## src/rtl/gesture_exit_defines.vh

```
/*
 Register offsets, field positions, reset values and codes for the gesture
 exit and FIFO trigger block. Included by the block's single design file.
*/
`ifndef GESTURE_EXIT_DEFINES_VH
`define GESTURE_EXIT_DEFINES_VH

// Wishbone byte offsets
`define ADDR_EXIT_THRESHOLD   4'h0
`define ADDR_EXIT_FIFO_CONFIG 4'h4
`define ADDR_CONTROL          4'h8
`define ADDR_STATUS           4'hC
`define ADDR_IRQ_STATUS       4'h0
`define ADDR_IRQ_MASK         4'h4
`define ADDR_PAGE_CFG         1'b0
`define ADDR_PAGE_IRQ         1'b1

// Configuration fields
`define FIFO_TRIG_HI          7
`define FIFO_TRIG_LO          6
`define EXIT_MASK_HI          5
`define EXIT_MASK_LO          2
`define EXIT_PERS_HI          1
`define EXIT_PERS_LO          0

// Exit mask bit per detector
`define MASK_BIT_EAST         0
`define MASK_BIT_WEST         1
`define MASK_BIT_SOUTH        2
`define MASK_BIT_NORTH        3

// Control register bits
`define CTRL_RUN              0
`define CTRL_FIFO_IRQ_EN      1

// Interrupt status bits
`define IRQ_EXIT              0
`define IRQ_FIFO              1
`define IRQ_WIDTH             2

// Reset values
`define RST_THRESHOLD         8'h00
`define RST_FIFO_CONFIG       8'h00
`define RST_CONTROL           1'b0
`define RST_IRQ               2'h0

// Threshold code meaning "never exit"
`define EXIT_TH_NEVER         8'h00

// FIFO trigger levels per code
`define FIFO_LVL_00           6'h01
`define FIFO_LVL_01           6'h04
`define FIFO_LVL_10           6'h08
`define FIFO_LVL_11           6'h10

// Consecutive gesture-end counts per persistence code
`define PERS_CNT_00           3'h1
`define PERS_CNT_01           3'h2
`define PERS_CNT_10           3'h4
`define PERS_CNT_11           3'h7

`endif

```

## src/rtl/gesture_exit_trigger.v

```verilog
/*
 Gesture exit detection and FIFO level trigger, with a classic Wishbone
 register slave and a level interrupt output.
 Assumes one 200 MHz clock, a synchronous active-high reset, and that the
 photodiode data, its valid strobe and the FIFO level come from the gesture
 engine on the same clock.
*/
// Behaviour
// - Compare 8-bit exit threshold against data of every unmasked direction detector.
// - Exit needs the configured persistence count of consecutive ends; code 00 exits on one.
// - Threshold zero: never exit by itself; stay until software clears run flag.
// - FIFO level reaching trigger raises gesture interrupt only when enabled.
// - Trigger code 00,01,10,11 means 1,4,8,16 added datasets.
// - Four-bit exit mask, one per detector; set bit removes its data.
// - Mask bit 0 east, 1 west, 2 south, 3 north.
// - Mask all zeros includes all four detectors.
// - Mask values act bitwise, e.g. 0110 drops west and south.
// - Persistence code 00,01,10,11 exits on 1st,2nd,4th,7th consecutive end.
`timescale 1ns/1ps
`include "gesture_exit_defines.vh"

module gesture_exit_trigger
#(
    parameter DATA_W  = 8,
    parameter LEVEL_W = 6
)
(
    input  wire               clk_i,
    input  wire               rst_i,
    // Wishbone classic slave
    input  wire               cyc_i,
    input  wire               stb_i,
    input  wire               we_i,
    input  wire [4:0]         adr_i,
    input  wire [3:0]         sel_i,
    input  wire [31:0]        dat_i,
    output reg  [31:0]        dat_o,
    output reg                ack_o,
    // Gesture engine side
    input  wire               entry_i,
    input  wire               dataset_valid_i,
    input  wire [DATA_W-1:0]  north_i,
    input  wire [DATA_W-1:0]  south_i,
    input  wire [DATA_W-1:0]  west_i,
    input  wire [DATA_W-1:0]  east_i,
    input  wire [LEVEL_W-1:0] fifo_level_i,
    output reg                gesture_active_o,
    output reg                exit_pulse_o,
    output wire               irq_o
);

////////////////////////////////////////////////////////////////////////////////
// Registers

reg  [7:0]           exit_threshold;
reg  [7:0]           exit_fifo_config;
reg                  gesture_run_flag;
reg                  fifo_irq_en;
reg  [`IRQ_WIDTH-1:0] irq_status;
reg  [`IRQ_WIDTH-1:0] irq_mask;
reg  [2:0]           exit_persistence_count;
reg                  fifo_above;

wire [7:0] exit_threshold_value = exit_threshold;
wire [1:0] fifo_level_trigger   = exit_fifo_config[`FIFO_TRIG_HI:`FIFO_TRIG_LO];
wire [3:0] exit_detector_mask   = exit_fifo_config[`EXIT_MASK_HI:`EXIT_MASK_LO];
wire [1:0] exit_persistence_setting = exit_fifo_config[`EXIT_PERS_HI:`EXIT_PERS_LO];

wire bus_req   = cyc_i & stb_i & ~ack_o;
wire bus_write = bus_req & we_i & sel_i[0];
wire page_irq  = adr_i[4];
wire [3:0] reg_off = adr_i[3:0];

////////////////////////////////////////////////////////////////////////////////
// Gesture end evaluation

reg [DATA_W-1:0] dir_data [0:3];
always @*
begin
    dir_data[`MASK_BIT_EAST]  = east_i;
    dir_data[`MASK_BIT_WEST]  = west_i;
    dir_data[`MASK_BIT_SOUTH] = south_i;
    dir_data[`MASK_BIT_NORTH] = north_i;
end

// A masked detector always counts as quiet, so all-masked means always ended
wire [3:0] dir_quiet;
genvar g;
generate
    for (g = 0; g < 4; g = g + 1)
    begin : g_dir
        assign dir_quiet[g] = exit_detector_mask[g] |
                              (dir_data[g] <= exit_threshold_value);
    end
endgenerate

wire gesture_end = &dir_quiet;

reg [2:0] pers_target;
always @*
begin
    case (exit_persistence_setting)
        2'b00:   pers_target = `PERS_CNT_00;
        2'b01:   pers_target = `PERS_CNT_01;
        2'b10:   pers_target = `PERS_CNT_10;
        2'b11:   pers_target = `PERS_CNT_11;
        default: pers_target = `PERS_CNT_00;
    endcase
end

wire never_exit = (exit_threshold_value == `EXIT_TH_NEVER);
wire next_count_hit = ({1'b0, exit_persistence_count} + 4'h1) >= {1'b0, pers_target};
wire exit_now = gesture_active_o & dataset_valid_i & gesture_end &
                ~never_exit & next_count_hit;

////////////////////////////////////////////////////////////////////////////////
// FIFO trigger

reg [LEVEL_W-1:0] fifo_target;
always @*
begin
    case (fifo_level_trigger)
        2'b00:   fifo_target = `FIFO_LVL_00;
        2'b01:   fifo_target = `FIFO_LVL_01;
        2'b10:   fifo_target = `FIFO_LVL_10;
        2'b11:   fifo_target = `FIFO_LVL_11;
        default: fifo_target = `FIFO_LVL_00;
    endcase
end

wire fifo_reach = (fifo_level_i >= fifo_target);
// Edge of reaching, so a level that stays high raises the flag only once
wire fifo_event = fifo_reach & ~fifo_above & fifo_irq_en;

////////////////////////////////////////////////////////////////////////////////
// State and counters

always @(posedge clk_i)
begin
    if (rst_i)
    begin
        gesture_active_o       <= 1'b0;
        exit_persistence_count <= 3'h0;
        exit_pulse_o           <= 1'b0;
        fifo_above             <= 1'b0;
    end
    else
    begin
        exit_pulse_o <= exit_now;
        fifo_above   <= fifo_reach;
        if (!gesture_run_flag)
        begin
            gesture_active_o       <= 1'b0;
            exit_persistence_count <= 3'h0;
        end
        else if (!gesture_active_o)
        begin
            gesture_active_o       <= entry_i;
            exit_persistence_count <= 3'h0;
        end
        else if (exit_now)
        begin
            gesture_active_o       <= 1'b0;
            exit_persistence_count <= 3'h0;
        end
        else if (dataset_valid_i)
        begin
            if (gesture_end && !never_exit)
                exit_persistence_count <= exit_persistence_count + 3'h1;
            else
                exit_persistence_count <= 3'h0;
        end
    end
end

////////////////////////////////////////////////////////////////////////////////
// Register writes and interrupt flags

wire [`IRQ_WIDTH-1:0] irq_events;
assign irq_events[`IRQ_EXIT] = exit_now;
assign irq_events[`IRQ_FIFO] = fifo_event;

wire [`IRQ_WIDTH-1:0] irq_clear =
    (bus_write && page_irq && reg_off == `ADDR_IRQ_STATUS) ?
    dat_i[`IRQ_WIDTH-1:0] : {`IRQ_WIDTH{1'b0}};

always @(posedge clk_i)
begin
    if (rst_i)
    begin
        exit_threshold   <= `RST_THRESHOLD;
        exit_fifo_config <= `RST_FIFO_CONFIG;
        gesture_run_flag <= `RST_CONTROL;
        fifo_irq_en      <= `RST_CONTROL;
        irq_status       <= `RST_IRQ;
        irq_mask         <= `RST_IRQ;
    end
    else
    begin
        // A new event wins over a clear in the same cycle
        irq_status <= (irq_status & ~irq_clear) | irq_events;
        if (bus_write && !page_irq)
        begin
            case (reg_off)
                `ADDR_EXIT_THRESHOLD:   exit_threshold   <= dat_i[7:0];
                `ADDR_EXIT_FIFO_CONFIG: exit_fifo_config <= dat_i[7:0];
                `ADDR_CONTROL:
                begin
                    gesture_run_flag <= dat_i[`CTRL_RUN];
                    fifo_irq_en      <= dat_i[`CTRL_FIFO_IRQ_EN];
                end
                default: ;
            endcase
        end
        if (bus_write && page_irq && reg_off == `ADDR_IRQ_MASK)
            irq_mask <= dat_i[`IRQ_WIDTH-1:0];
    end
end

assign irq_o = |(irq_status & irq_mask);

////////////////////////////////////////////////////////////////////////////////
// Bus answer: registered ack one cycle after the request, ack for exactly one cycle

reg [31:0] rd_data;
always @*
begin
    rd_data = 32'h0000_0000;
    if (!page_irq)
    begin
        case (reg_off)
            `ADDR_EXIT_THRESHOLD:   rd_data[7:0] = exit_threshold;
            `ADDR_EXIT_FIFO_CONFIG: rd_data[7:0] = exit_fifo_config;
            `ADDR_CONTROL:
            begin
                rd_data[`CTRL_RUN]         = gesture_run_flag;
                rd_data[`CTRL_FIFO_IRQ_EN] = fifo_irq_en;
            end
            `ADDR_STATUS:
                rd_data[4:0] = {exit_persistence_count, fifo_reach, gesture_active_o};
            default: rd_data = 32'h0000_0000;
        endcase
    end
    else
    begin
        case (reg_off)
            `ADDR_IRQ_STATUS: rd_data[`IRQ_WIDTH-1:0] = irq_status;
            `ADDR_IRQ_MASK:   rd_data[`IRQ_WIDTH-1:0] = irq_mask;
            default:          rd_data = 32'h0000_0000;
        endcase
    end
end

always @(posedge clk_i)
begin
    if (rst_i)
    begin
        ack_o <= 1'b0;
        dat_o <= 32'h0000_0000;
    end
    else
    begin
        ack_o <= bus_req;
        dat_o <= bus_req ? rd_data : 32'h0000_0000;
    end
end

endmodule

```

## config.mk

```make
export PLATFORM = sky130hd
export DESIGN_NAME = gesture_exit_trigger
export DESIGN_NICKNAME = d
export VERILOG_FILES = /design/src/rtl/gesture_exit_trigger.v
export VERILOG_INCLUDE_DIRS = /design/src /design/src/rtl
export SDC_FILE = /design/constraint.sdc
export NUM_CORES = 1
export LEC_CHECK = 0
export ABC_AREA = 1
export CAP_MARGIN = 20
export CORE_MARGIN = 1
export CORE_UTILIZATION = 60
export DETAILED_ROUTE_END_ITERATION = 8
export DONT_BUFFER_PORTS = 1
export GPL_TIMING_DRIVEN = 0
export PLACE_DENSITY_LB_ADDON = 0.2
export SLEW_MARGIN = 20
export SYNTH_ARGS = -nofsm -noshare
export SYNTH_HDL_FRONTEND = slang
export SYNTH_SLANG_ARGS = --single-unit
```

## constraint.sdc

```tcl
create_clock -name clk_i -period 5.4 [get_ports clk_i]
set_input_delay 0.81 -clock clk_i [delete_from_list [all_inputs] [get_ports clk_i]]
set_output_delay 0.81 -clock clk_i [all_outputs]
set_load 0.02 [all_outputs]
```

==> flow_metrics.tcl, run 1 <==
set metrics [dict create \
    multiInputGateArea_um2 1700 \
    first_global_vias 2491 \
    syn_area_per_cell_um2 6.95 \
    diodes 0 \
    path_clk_slew_ns 0.07 \
    seqCellArea_um2 741 \
    yosys-top-cells-count "nand2_1, inv_1, nor2_1, ha_1, dfxtp_1" \
    drv_cap 0 \
    slew_violations 0 \
    dr.pass1.iters 4 \
    wl_um 6130 \
    grt-ovfl-total 0 \
    cp-endpoint "exit_persistence_count[0]" \
    ys.flop_type "dfxtp_1" \
    arrival_ns 2.29 \
    routabilityCongestion 0.887 \
    yosys_warnings 0 \
    async_flop_share_pct 0 \
    synth_area_um2 2800 \
    setup_tns_ns 0 \
    fmax_mhz 475 \
    area_growth_pct 9.70 \
    ctsLongestPathBuffers 2 \
    yosys.cell_count.top_type "nand2_1" \
    final_layout_size_suffix_gt1_share_pct 10.1 \
    nNetsFinal 563 \
    hold_buffers 0 \
    setup_ws_ns 3.30 \
    synth_edf_count 0 \
    grt_max_degree 13 \
    setup_violations 0 \
    peakVddDrop_v 0.000206 \
    crit_start "exit_threshold[7]" \
    ys_seq_area_share_pct 26.5 \
    rrSetupSlack_ns 3.30 \
    fp.coreArea_um2 4410 \
    crit_path_end_kind "flip-flop" \
    crit_fanout 5 \
    ctsResizeCount 0 \
    root_buffer "clkbuf_8" \
    max-slew-margin-rel_pct 55.2 \
    ant_nets 0 \
    finClkSkew_ns 0.00516 \
    yosysTopAreaCell "dfxtp_1" \
    placementRows 24 \
    r2r-start "exit_threshold[7]" \
    io_pins 122 \
    cts_tree "built" \
    hpwl_um 4910 \
    antenna_found_initial 0 \
    rsz0062_at_grt "false" \
    cp.required_ns 5.59 \
    track_usage_pct 26.6 \
    synthCells 403 \
    run_status "completed" \
    initialDrtViolationCount 147 \
    yosysTopAreaCellShare_pct 26.5 \
    htreeDepth 2 \
    yosysUniqueCellTypes 30 \
    die_area_um2 4940 \
    clock-sinks 37 \
    worstSetupPathType "reg -> reg" \
    hold_violations 0 \
    grt_pass1_wl_um 10500 \
    hp-class "reg -> reg" \
    die-height_um 70.3 \
    post-route-min-period_ns 2.10 \
    die_x_um 70.3 \
    start_util_pct 63.4 \
    synth.area.top_cells "dfxtp_1, ha_1, nand2_1" \
    vias 2531 \
    cts_setup_buffers 0 \
    regToRegEndpoint "exit_persistence_count[0]" \
    p_per_area_nw_per_um2 198 \
    worstMarginPinSlew_ns 0.666 \
    ys_ff_latch 37 \
    wire_per_inst_um 12.6 \
    clkLatencyLatePin_ns 0.29 \
    critPathLaunchType "flip-flop" \
    p_leak_uw 0.00150 \
    numPortBuffers 0 \
    fill_cells 410 \
    reg2reg_depth 11 \
    pre_cts_slack_ns 3.07 \
    fin_crit_sh_pct 38.9 \
    post_drt_via_cell_ratio 5.21 \
    cts_buffers 5 \
    drc 0 \
]
sequential cells by signal, indices dropped and copies added, names as in the netlist:
register,flops
exit_persistence_count,3
irq_mask,2
dat_o,8
irq_status,2
gesture_active_o,1
gesture_run_flag,1
exit_pulse_o,1
fifo_irq_en,1
exit_threshold,8
fifo_above,1
ack_o,1
exit_fifo_config,8
power breakdown:
group	internal (uW)	total, uW	switching [uW]	leakage (uW)
Sequential	274	275	0.973	0.000298
Clock	150	251	101	0.0000574
Combinational	33.2	82.5	49.3	0.00115
Total	457	608	151	0.00150
layout make-up:
| class | instances | share of cell area (%) |
|---|---|---|
| tap | 52 | 2.12 |
| sequential | 37 | 24.1 |
| multi-input combinational | 298 | 55.3 |
| buffer | 28 | 6.85 |
| inverter | 63 | 7.70 |
| clock inverter | 2 | 1.22 |
| clock buffer | 6 | 2.69 |
layout by cell type (no fill, tap or decap), types with 2 or more instances in the layout:
cell	n
nor2_1	45
dfxtp_1	37
a21oi_1	36
clkbuf_8	6
o211ai_1	2
inv_1	60
nor3_1	2
buf_6	2
nand4_1	6
nor2_4	2
o21ai_0	21
ha_1	44
nand3_1	8
buf_4	24
clkbuf_1	2
o22ai_1	4
nand2_1	90
o21a_1	3
inv_2	3
conb_1	24
worst max-delay path: stages, from the launching register on:
cell and delay, ns:
dfxtp_1 0.38, inv_1 0.16, ha_1 0.34, nand2_1 0.07
nor2_1 0.16, a21oi_1 0.09, nand2_1 0.07, nand2_1 0.04
nor2_1 0.21, nand3_1 0.24, nand2_1 0.17, nor2_1 0.06
per-layer routing:
layer  vias to the layer above  wire length [um]  GRT usage [%]
met4                         0               129           12.2
li1                       1310                 -              -
met5                         -                 0              0
met2                        85              2990           46.0
met3                        13               457           5.92
met1                      1123              2560           30.9
cells by family (layout without fill, tap and decap cells):
group | count (synthesis) | count (layout) | share of synthesized area [%]
AOI/OAI and AO/OA | 73 | 73 | 14.4
xor gates and xnor gates | 1 | 1 | 0.313
adders and majority gates | 44 | 44 | 19.7
buffers and inverters | 91 | 99 | 16.0
DFF | 37 | 37 | 26.5
other | 1 | 24 | 0.134
and+or+nand+nor | 156 | 156 | 23.1
per-stage QoR:
stage	utilization, %	area, um2	cells	power, uW	hold slack, ns
2_1_floorplan	-	2890	426	352	0.438
3_3_place_gp	66.8	2950	478	360	0.450
3_5_place_dp	66.8	2950	478	363	0.452
4_1_cts	69.6	3070	486	609	0.463
5_1_grt	69.6	3070	486	632	0.484
6_report	69.6	3070	486	608	0.464
worst min-delay path by stage:
stage,startpoint,end,slack (ns),cells past startpoint
detailed placement,irq_status[1],irq_status[1],0.45,2
finish,irq_status[0],irq_status[0],0.46,2
global placement,irq_status[0],irq_status[0],0.45,2
floorplan,irq_status[0],irq_status[0],0.44,2
global route,irq_status[0],irq_status[0],0.48,2
CTS,irq_status[1],irq_status[1],0.46,2
No activity file was read; power rests on OpenSTA's default activity.
==> run 2, diff against run 1 <==
==> constraint.sdc (replaced) <==
create_clock -name clk_i -period 2.1 [get_ports clk_i]
set_input_delay 0.315 -clock clk_i [delete_from_list [all_inputs] [get_ports clk_i]]
set_output_delay 0.315 -clock clk_i [all_outputs]
set_load 0.02 [all_outputs]
==> run 2 against run 1 <==
Effect of this change:
- register-to-register slack got worse by 3.1 ns
- global-route usage unchanged
- final cell count unchanged
- critical path depth grew 3
- die area unchanged
- total power rose to 2.6 times the previous value
- core utilization up 0.34 points
- via count decreased by 0.24%
- hold slack worse by 0.39 ns
- routed wire length shrank 0.38%
- combinational power grew to 2.6 times the previous value
- critical path type unchanged
- largest power group unchanged
- highest routed layer unchanged
==> flow_metrics.tcl, run 2 (synthesized netlist as in run 1, its figures left out) <==
set metrics [dict create \
    largestRegisters "dat_o (8), exit_fifo_config (8), exit_threshold (8)" \
    arrival_ns 2.07 \
    hold_violations 0 \
    dr.pass1.iters 4 \
    run_status "completed" \
    placementRows 24 \
    clock-sinks 37 \
    cts_buffers 5 \
    post-route-min-period_ns 1.88 \
    die-height_um 70.3 \
    crit_slowest_cell "dfxtp_1" \
    crit_path_end_kind "flip-flop" \
    p_leak_uw 0.00150 \
    slowest_delay_ns 0.31 \
    numPortBuffers 0 \
    p_per_area_nw_per_um2 507 \
    antenna_found_initial 0 \
    path_buf_inv 2 \
    drc 0 \
    fmax_mhz 532 \
    grt_max_degree 13 \
    crit_fanout 7 \
    layout_commonest_cell "nand2_1" \
    hold_depth 1 \
    hpwl_um 4910 \
    hp-class "in -> reg" \
    htreeDepth 2 \
    slew_violations 0 \
    rrSetupSlack_ns 0.22 \
    drv_cap 0 \
    nNetsFinal 563 \
    critPathLaunchType "flip-flop" \
    setup_tns_ns 0 \
    start_util_pct 63.4 \
    finClkSkew_ns 0.00448 \
    pwr-share-clk_pct 41.2 \
    rsz0062_at_grt "false" \
    grt_pass1_wl_um 10500 \
    diodes 0 \
    area_growth_pct 10.2 \
    final_layout_size_suffix_gt1_share_pct 11.5 \
    vias 2525 \
    path_clk_slew_ns 0.07 \
    placed_cells 478 \
    track_usage_pct 26.6 \
    grt-ovfl-total 0 \
    fin_hold_ws_ns 0.0790 \
    worstMarginPinSlew_ns 0.662 \
    cpMostUsedCell "nand2_1" \
    wire_per_inst_um 12.6 \
    routabilityCongestion 0.887 \
    ctsLongestPathBuffers 2 \
    netSwitchingFraction_pct 24.9 \
    wl_um 6110 \
    root_buffer "clkbuf_8" \
    fp.coreArea_um2 4410 \
    max-slew-margin-rel_pct 55.5 \
    regToRegEndpoint "exit_persistence_count[2]" \
    reg2reg_depth 14 \
    peakVddDrop_v 0.000470 \
    fill_cells 411 \
    io_pins 122 \
    die_x_um 70.3 \
    die_area_um2 4940 \
    cts_tree "built" \
    r2r-start "exit_threshold[1]" \
    worstSetupPathType "reg -> reg" \
    ant_nets 0 \
    layout_common_cells "nand2_1, inv_1, nor2_1, ha_1, a21oi_1" \
    stdcell_count 486 \
    cts_setup_buffers 0 \
    seqPwrFrac_pct 45.2 \
    first_global_vias 2491 \
    path_cells "inv_1 > ha_1 > nand2_1 > nand2_1 > nand2_1 > nand2_1 > nand2_1 > nand2_1 > nand2_1 > nand2_1 > inv_1 > nand3_2 > nand2_1 > nor2_1" \
    clkLatencyLatePin_ns 0.30 \
    crit_family "simple AND/OR/NAND/NOR gates" \
    fin_crit_sh_pct 89.5 \
    initialDrtViolationCount 146 \
    p_int_uw 1180 \
    hold-path-endpoint "irq_status[1]" \
    post_drt_via_cell_ratio 5.20 \
    combPwrFrac_pct 13.6 \
    setup_violations 0 \
    seqCellArea_um2 743 \
    multiInputGateArea_um2 1710 \
    cp.required_ns 2.29 \
    holdCritStartpoint "rst_i" \
    p_sw_uw 389 \
]
==> run 2: routing by layer <==
layer | vias to the layer above | global-route usage, % | routed length, um
met5 | - | 0 | 0
met4 | 0 | 12.2 | 125
met3 | 12 | 5.92 | 439
met2 | 81 | 46.0 | 2990
met1 | 1118 | 30.9 | 2550
li1 | 1314 | - | -
==> run 2: worst max-delay path by stage <==
stage / from / end / slack [ns] / cells after the start
after floorplan: exit_fifo_config[0] / exit_persistence_count[0] / 0.42 / 11
after global placement: exit_threshold[7] / exit_persistence_count[1] / 0.03 / 11
after detailed placement: exit_threshold[7] / exit_persistence_count[1] / 0.02 / 11
after CTS: exit_threshold[7] / exit_persistence_count[2] / 0.02 / 11
after global routing: exit_threshold[1] / exit_persistence_count[0] / 0.002 / 14
final: exit_threshold[1] / exit_persistence_count[2] / 0.22 / 14
==> run 2: stage by stage <==
stage	setup slack (ns)	instance area, um2	power (uW)	utilization (%)
finish	0.221	3090	1570	69.9
CTS	0.0154	3070	1570	69.6
detailed placement	0.0246	2950	933	66.8
floorplan	0.424	2890	906	-
global route	0.00236	3090	1630	69.9
global placement	0.0259	2950	925	66.8
==> run 2: power by group through the flow <==
stage               clock network (uW)  logic (uW)  registers [uW]
global route                       677         245             707
global placement                     0         202             723
detailed placement                   0         210             723
floorplan                            0         184             723
CTS                                650         210             707
finish                             645         213             707
==> run 2: timing repair <==
action | CTS | global route
hold buffers | 0 | 0
gates resized for setup | 0 | 8
endpoints found under the setup margin | 0 | 6
==> run 2: final cells by class <==
| class | instances | share of cell area, % |
|---|---|---|
| multi-input cells | 298 | 55.4 |
| flip-flops and latches | 37 | 24.1 |
| inverters | 63 | 7.66 |
| plain buffers | 28 | 6.81 |
| clock buffers | 6 | 2.68 |
| well taps | 52 | 2.11 |
| clock inverters | 2 | 1.22 |
==> run 3, diff against run 2 <==
--- a/config.mk
+++ b/config.mk
@@ -9,7 +9,7 @@
 export ABC_AREA = 1
 export CAP_MARGIN = 20
 export CORE_MARGIN = 1
-export CORE_UTILIZATION = 60
+export CORE_UTILIZATION = 64
 export DETAILED_ROUTE_END_ITERATION = 8
 export DONT_BUFFER_PORTS = 1
 export GPL_TIMING_DRIVEN = 0
==> run 3 against run 2 <==
Effect of this change:
- routed wire length up 0.49%
- final area down 0.85%
- core utilization up 5.0 points
- clock skew up 0.0050 ns
- die area down 6.1%
- clock-buffer cell count down 1
- non-clock buffer count unchanged
- critical path depth down 3
- total power down 3.1%
- combinational power about the same
- hold slack worse by 0.0020 ns
- largest cell class unchanged
==> flow_metrics.tcl, run 3 (synthesized netlist as in run 1, its figures left out) <==
set metrics [dict create \
    hp-class "in -> reg" \
    clock-sinks 37 \
    post_drt_via_cell_ratio 5.21 \
    path_buf_inv 1 \
    drv_cap 0 \
    seqCellArea_um2 741 \
    post-route-min-period_ns 1.91 \
    crit_fanout 5 \
    fmax_mhz 523 \
    cp.required_ns 2.30 \
    max-slew-margin-rel_pct 64.6 \
    fin_crit_sh_pct 91.0 \
    hold_violations 0 \
    root_buffer "clkbuf_8" \
    cts_tree "built" \
    layout_common_cells "nand2_1, inv_1, nor2_1, ha_1, dfxtp_1" \
    ctsLongestPathBuffers 2 \
    antenna_found_initial 0 \
    die_area_um2 4640 \
    placed_cell_area_um2 2950 \
    layout_commonest_cell "nand2_1" \
    peakVddDrop_v 0.000558 \
    first_global_vias 2349 \
    cpMostUsedCell "nand2_1" \
    dr.pass1.iters 5 \
    track_usage_pct 28.1 \
    die_x_um 68.1 \
    clkLatencyLatePin_ns 0.30 \
    crit_path_end_kind "flip-flop" \
    final_cell_area_um2 3060 \
    start_util_pct 68.5 \
    run_status "completed" \
    critPathLaunchType "flip-flop" \
    numPortBuffers 0 \
    wire_per_inst_um 12.7 \
    vias 2517 \
    power.total_uw 1520 \
    crit_family "simple AND/OR/NAND/NOR gates" \
    grt_pass1_wl_um 9710 \
    grt-ovfl-total 0 \
    arrival_ns 2.11 \
    wl_um 6140 \
    initialDrtViolationCount 75 \
    worstMarginPinSlew_ns 0.527 \
    placed_cells 476 \
    slew_violations 0 \
    crit_slowest_cell "dfxtp_1" \
    largestRegisters "dat_o (8), exit_fifo_config (8), exit_threshold (8)" \
    p_per_area_nw_per_um2 496 \
    ant_nets 0 \
    routabilityCongestion 0.908 \
    slowest_delay_ns 0.37 \
    drc 0 \
    fill_cells 338 \
    final_layout_size_suffix_gt1_share_pct 10.4 \
    io_pins 122 \
    cts_buffers 5 \
    finClkSkew_ns 0.00948 \
    hold_buffers 0 \
    area_growth_pct 9.30 \
    diodes 0 \
    setup_violations 0 \
    hpwl_um 4820 \
    placementRows 23 \
    worstSetupPathType "reg -> reg" \
    multiInputGateArea_um2 1710 \
    fp.coreArea_um2 4090 \
    p_leak_uw 0.00150 \
    die-height_um 68.1 \
    path_cells "inv_1 > ha_1 > nand2_1 > nor2_1 > nand4_1 > nand2_1 > a21oi_1 > nor2_2 > nand3_2 > nand2_1 > nor2_1" \
    grt_max_degree 12 \
    stdcell_count 483 \
    path_clk_slew_ns 0.08 \
    htreeDepth 2 \
    fin_hold_ws_ns 0.0770 \
    nNetsFinal 563 \
]
-- run 3: cell count changes in the layout (fill, tap and decap cells not counted) --
cell	previous run	this run
dfxtp_1	35	37
dfxtp_2	2	0
inv_1	58	60
inv_2	5	3
clkbuf_8	6	5
clkinv_2	0	1
clkinvlp_4	1	0
nor2_2	1	2
nor2_4	3	2
o21ai_0	20	21
o21ai_1	2	1
-- run 3: area by class of cell --
cell class,count,area share [%]
sequential,37,24.2
tap,50,2.04
buffer,28,6.87
inverter,63,7.73
clock buffer,5,2.25
multi-input combinational,298,55.7
clock inverter,2,1.15
-- run 3: final timing paths --
check	start	slack (ns)	cells past startpoint	end
max	exit_threshold[7]	0.19	11	exit_persistence_count[0]
min	rst_i	0.08	1	irq_status[1]
max reg2reg	exit_threshold[7]	0.19	11	exit_persistence_count[0]
min reg2reg	irq_status[0]	0.46	2	irq_status[0]
-- run 3: through the flow --
step / setup WS [ns] / setup TNS (ns) / util [%]
2_1_floorplan: 0.424 / 0 / -
3_3_place_gp: 0.119 / 0 / 72.1
3_5_place_dp: 0.0819 / 0 / 72.1
4_1_cts: 0.0641 / 0 / 74.7
5_1_grt: -0.00272 / -0.00272 / 74.9
6_report: 0.188 / 0 / 74.9
-- run 3: metal layers --
layer | up-vias | GRT usage (%) | share of wire, %
li1 | 1303 | - | -
met5 | - | 0 | 0
met4 | 0 | 11.7 | 1.4
met1 | 1101 | 28.2 | 38
met3 | 11 | 7.83 | 9.4
met2 | 102 | 53.6 | 51
-- run 3: power breakdown --
| part | leakage (uW) | switching, uW | total (uW) | internal (uW) |
|---|---|---|---|---|
| Clock | 0.0000540 | 252 | 597 | 345 |
| Sequential | 0.000298 | 2.46 | 707 | 704 |
| Combinational | 0.00115 | 127 | 213 | 85.4 |
| Total | 0.00150 | 381 | 1520 | 1130 |
-- run 3: repair_timing --
action                                  in CTS  in global routing
resized for setup                            0                  2
setup buffers                                0                  0
endpoints found under the setup margin       0                  6
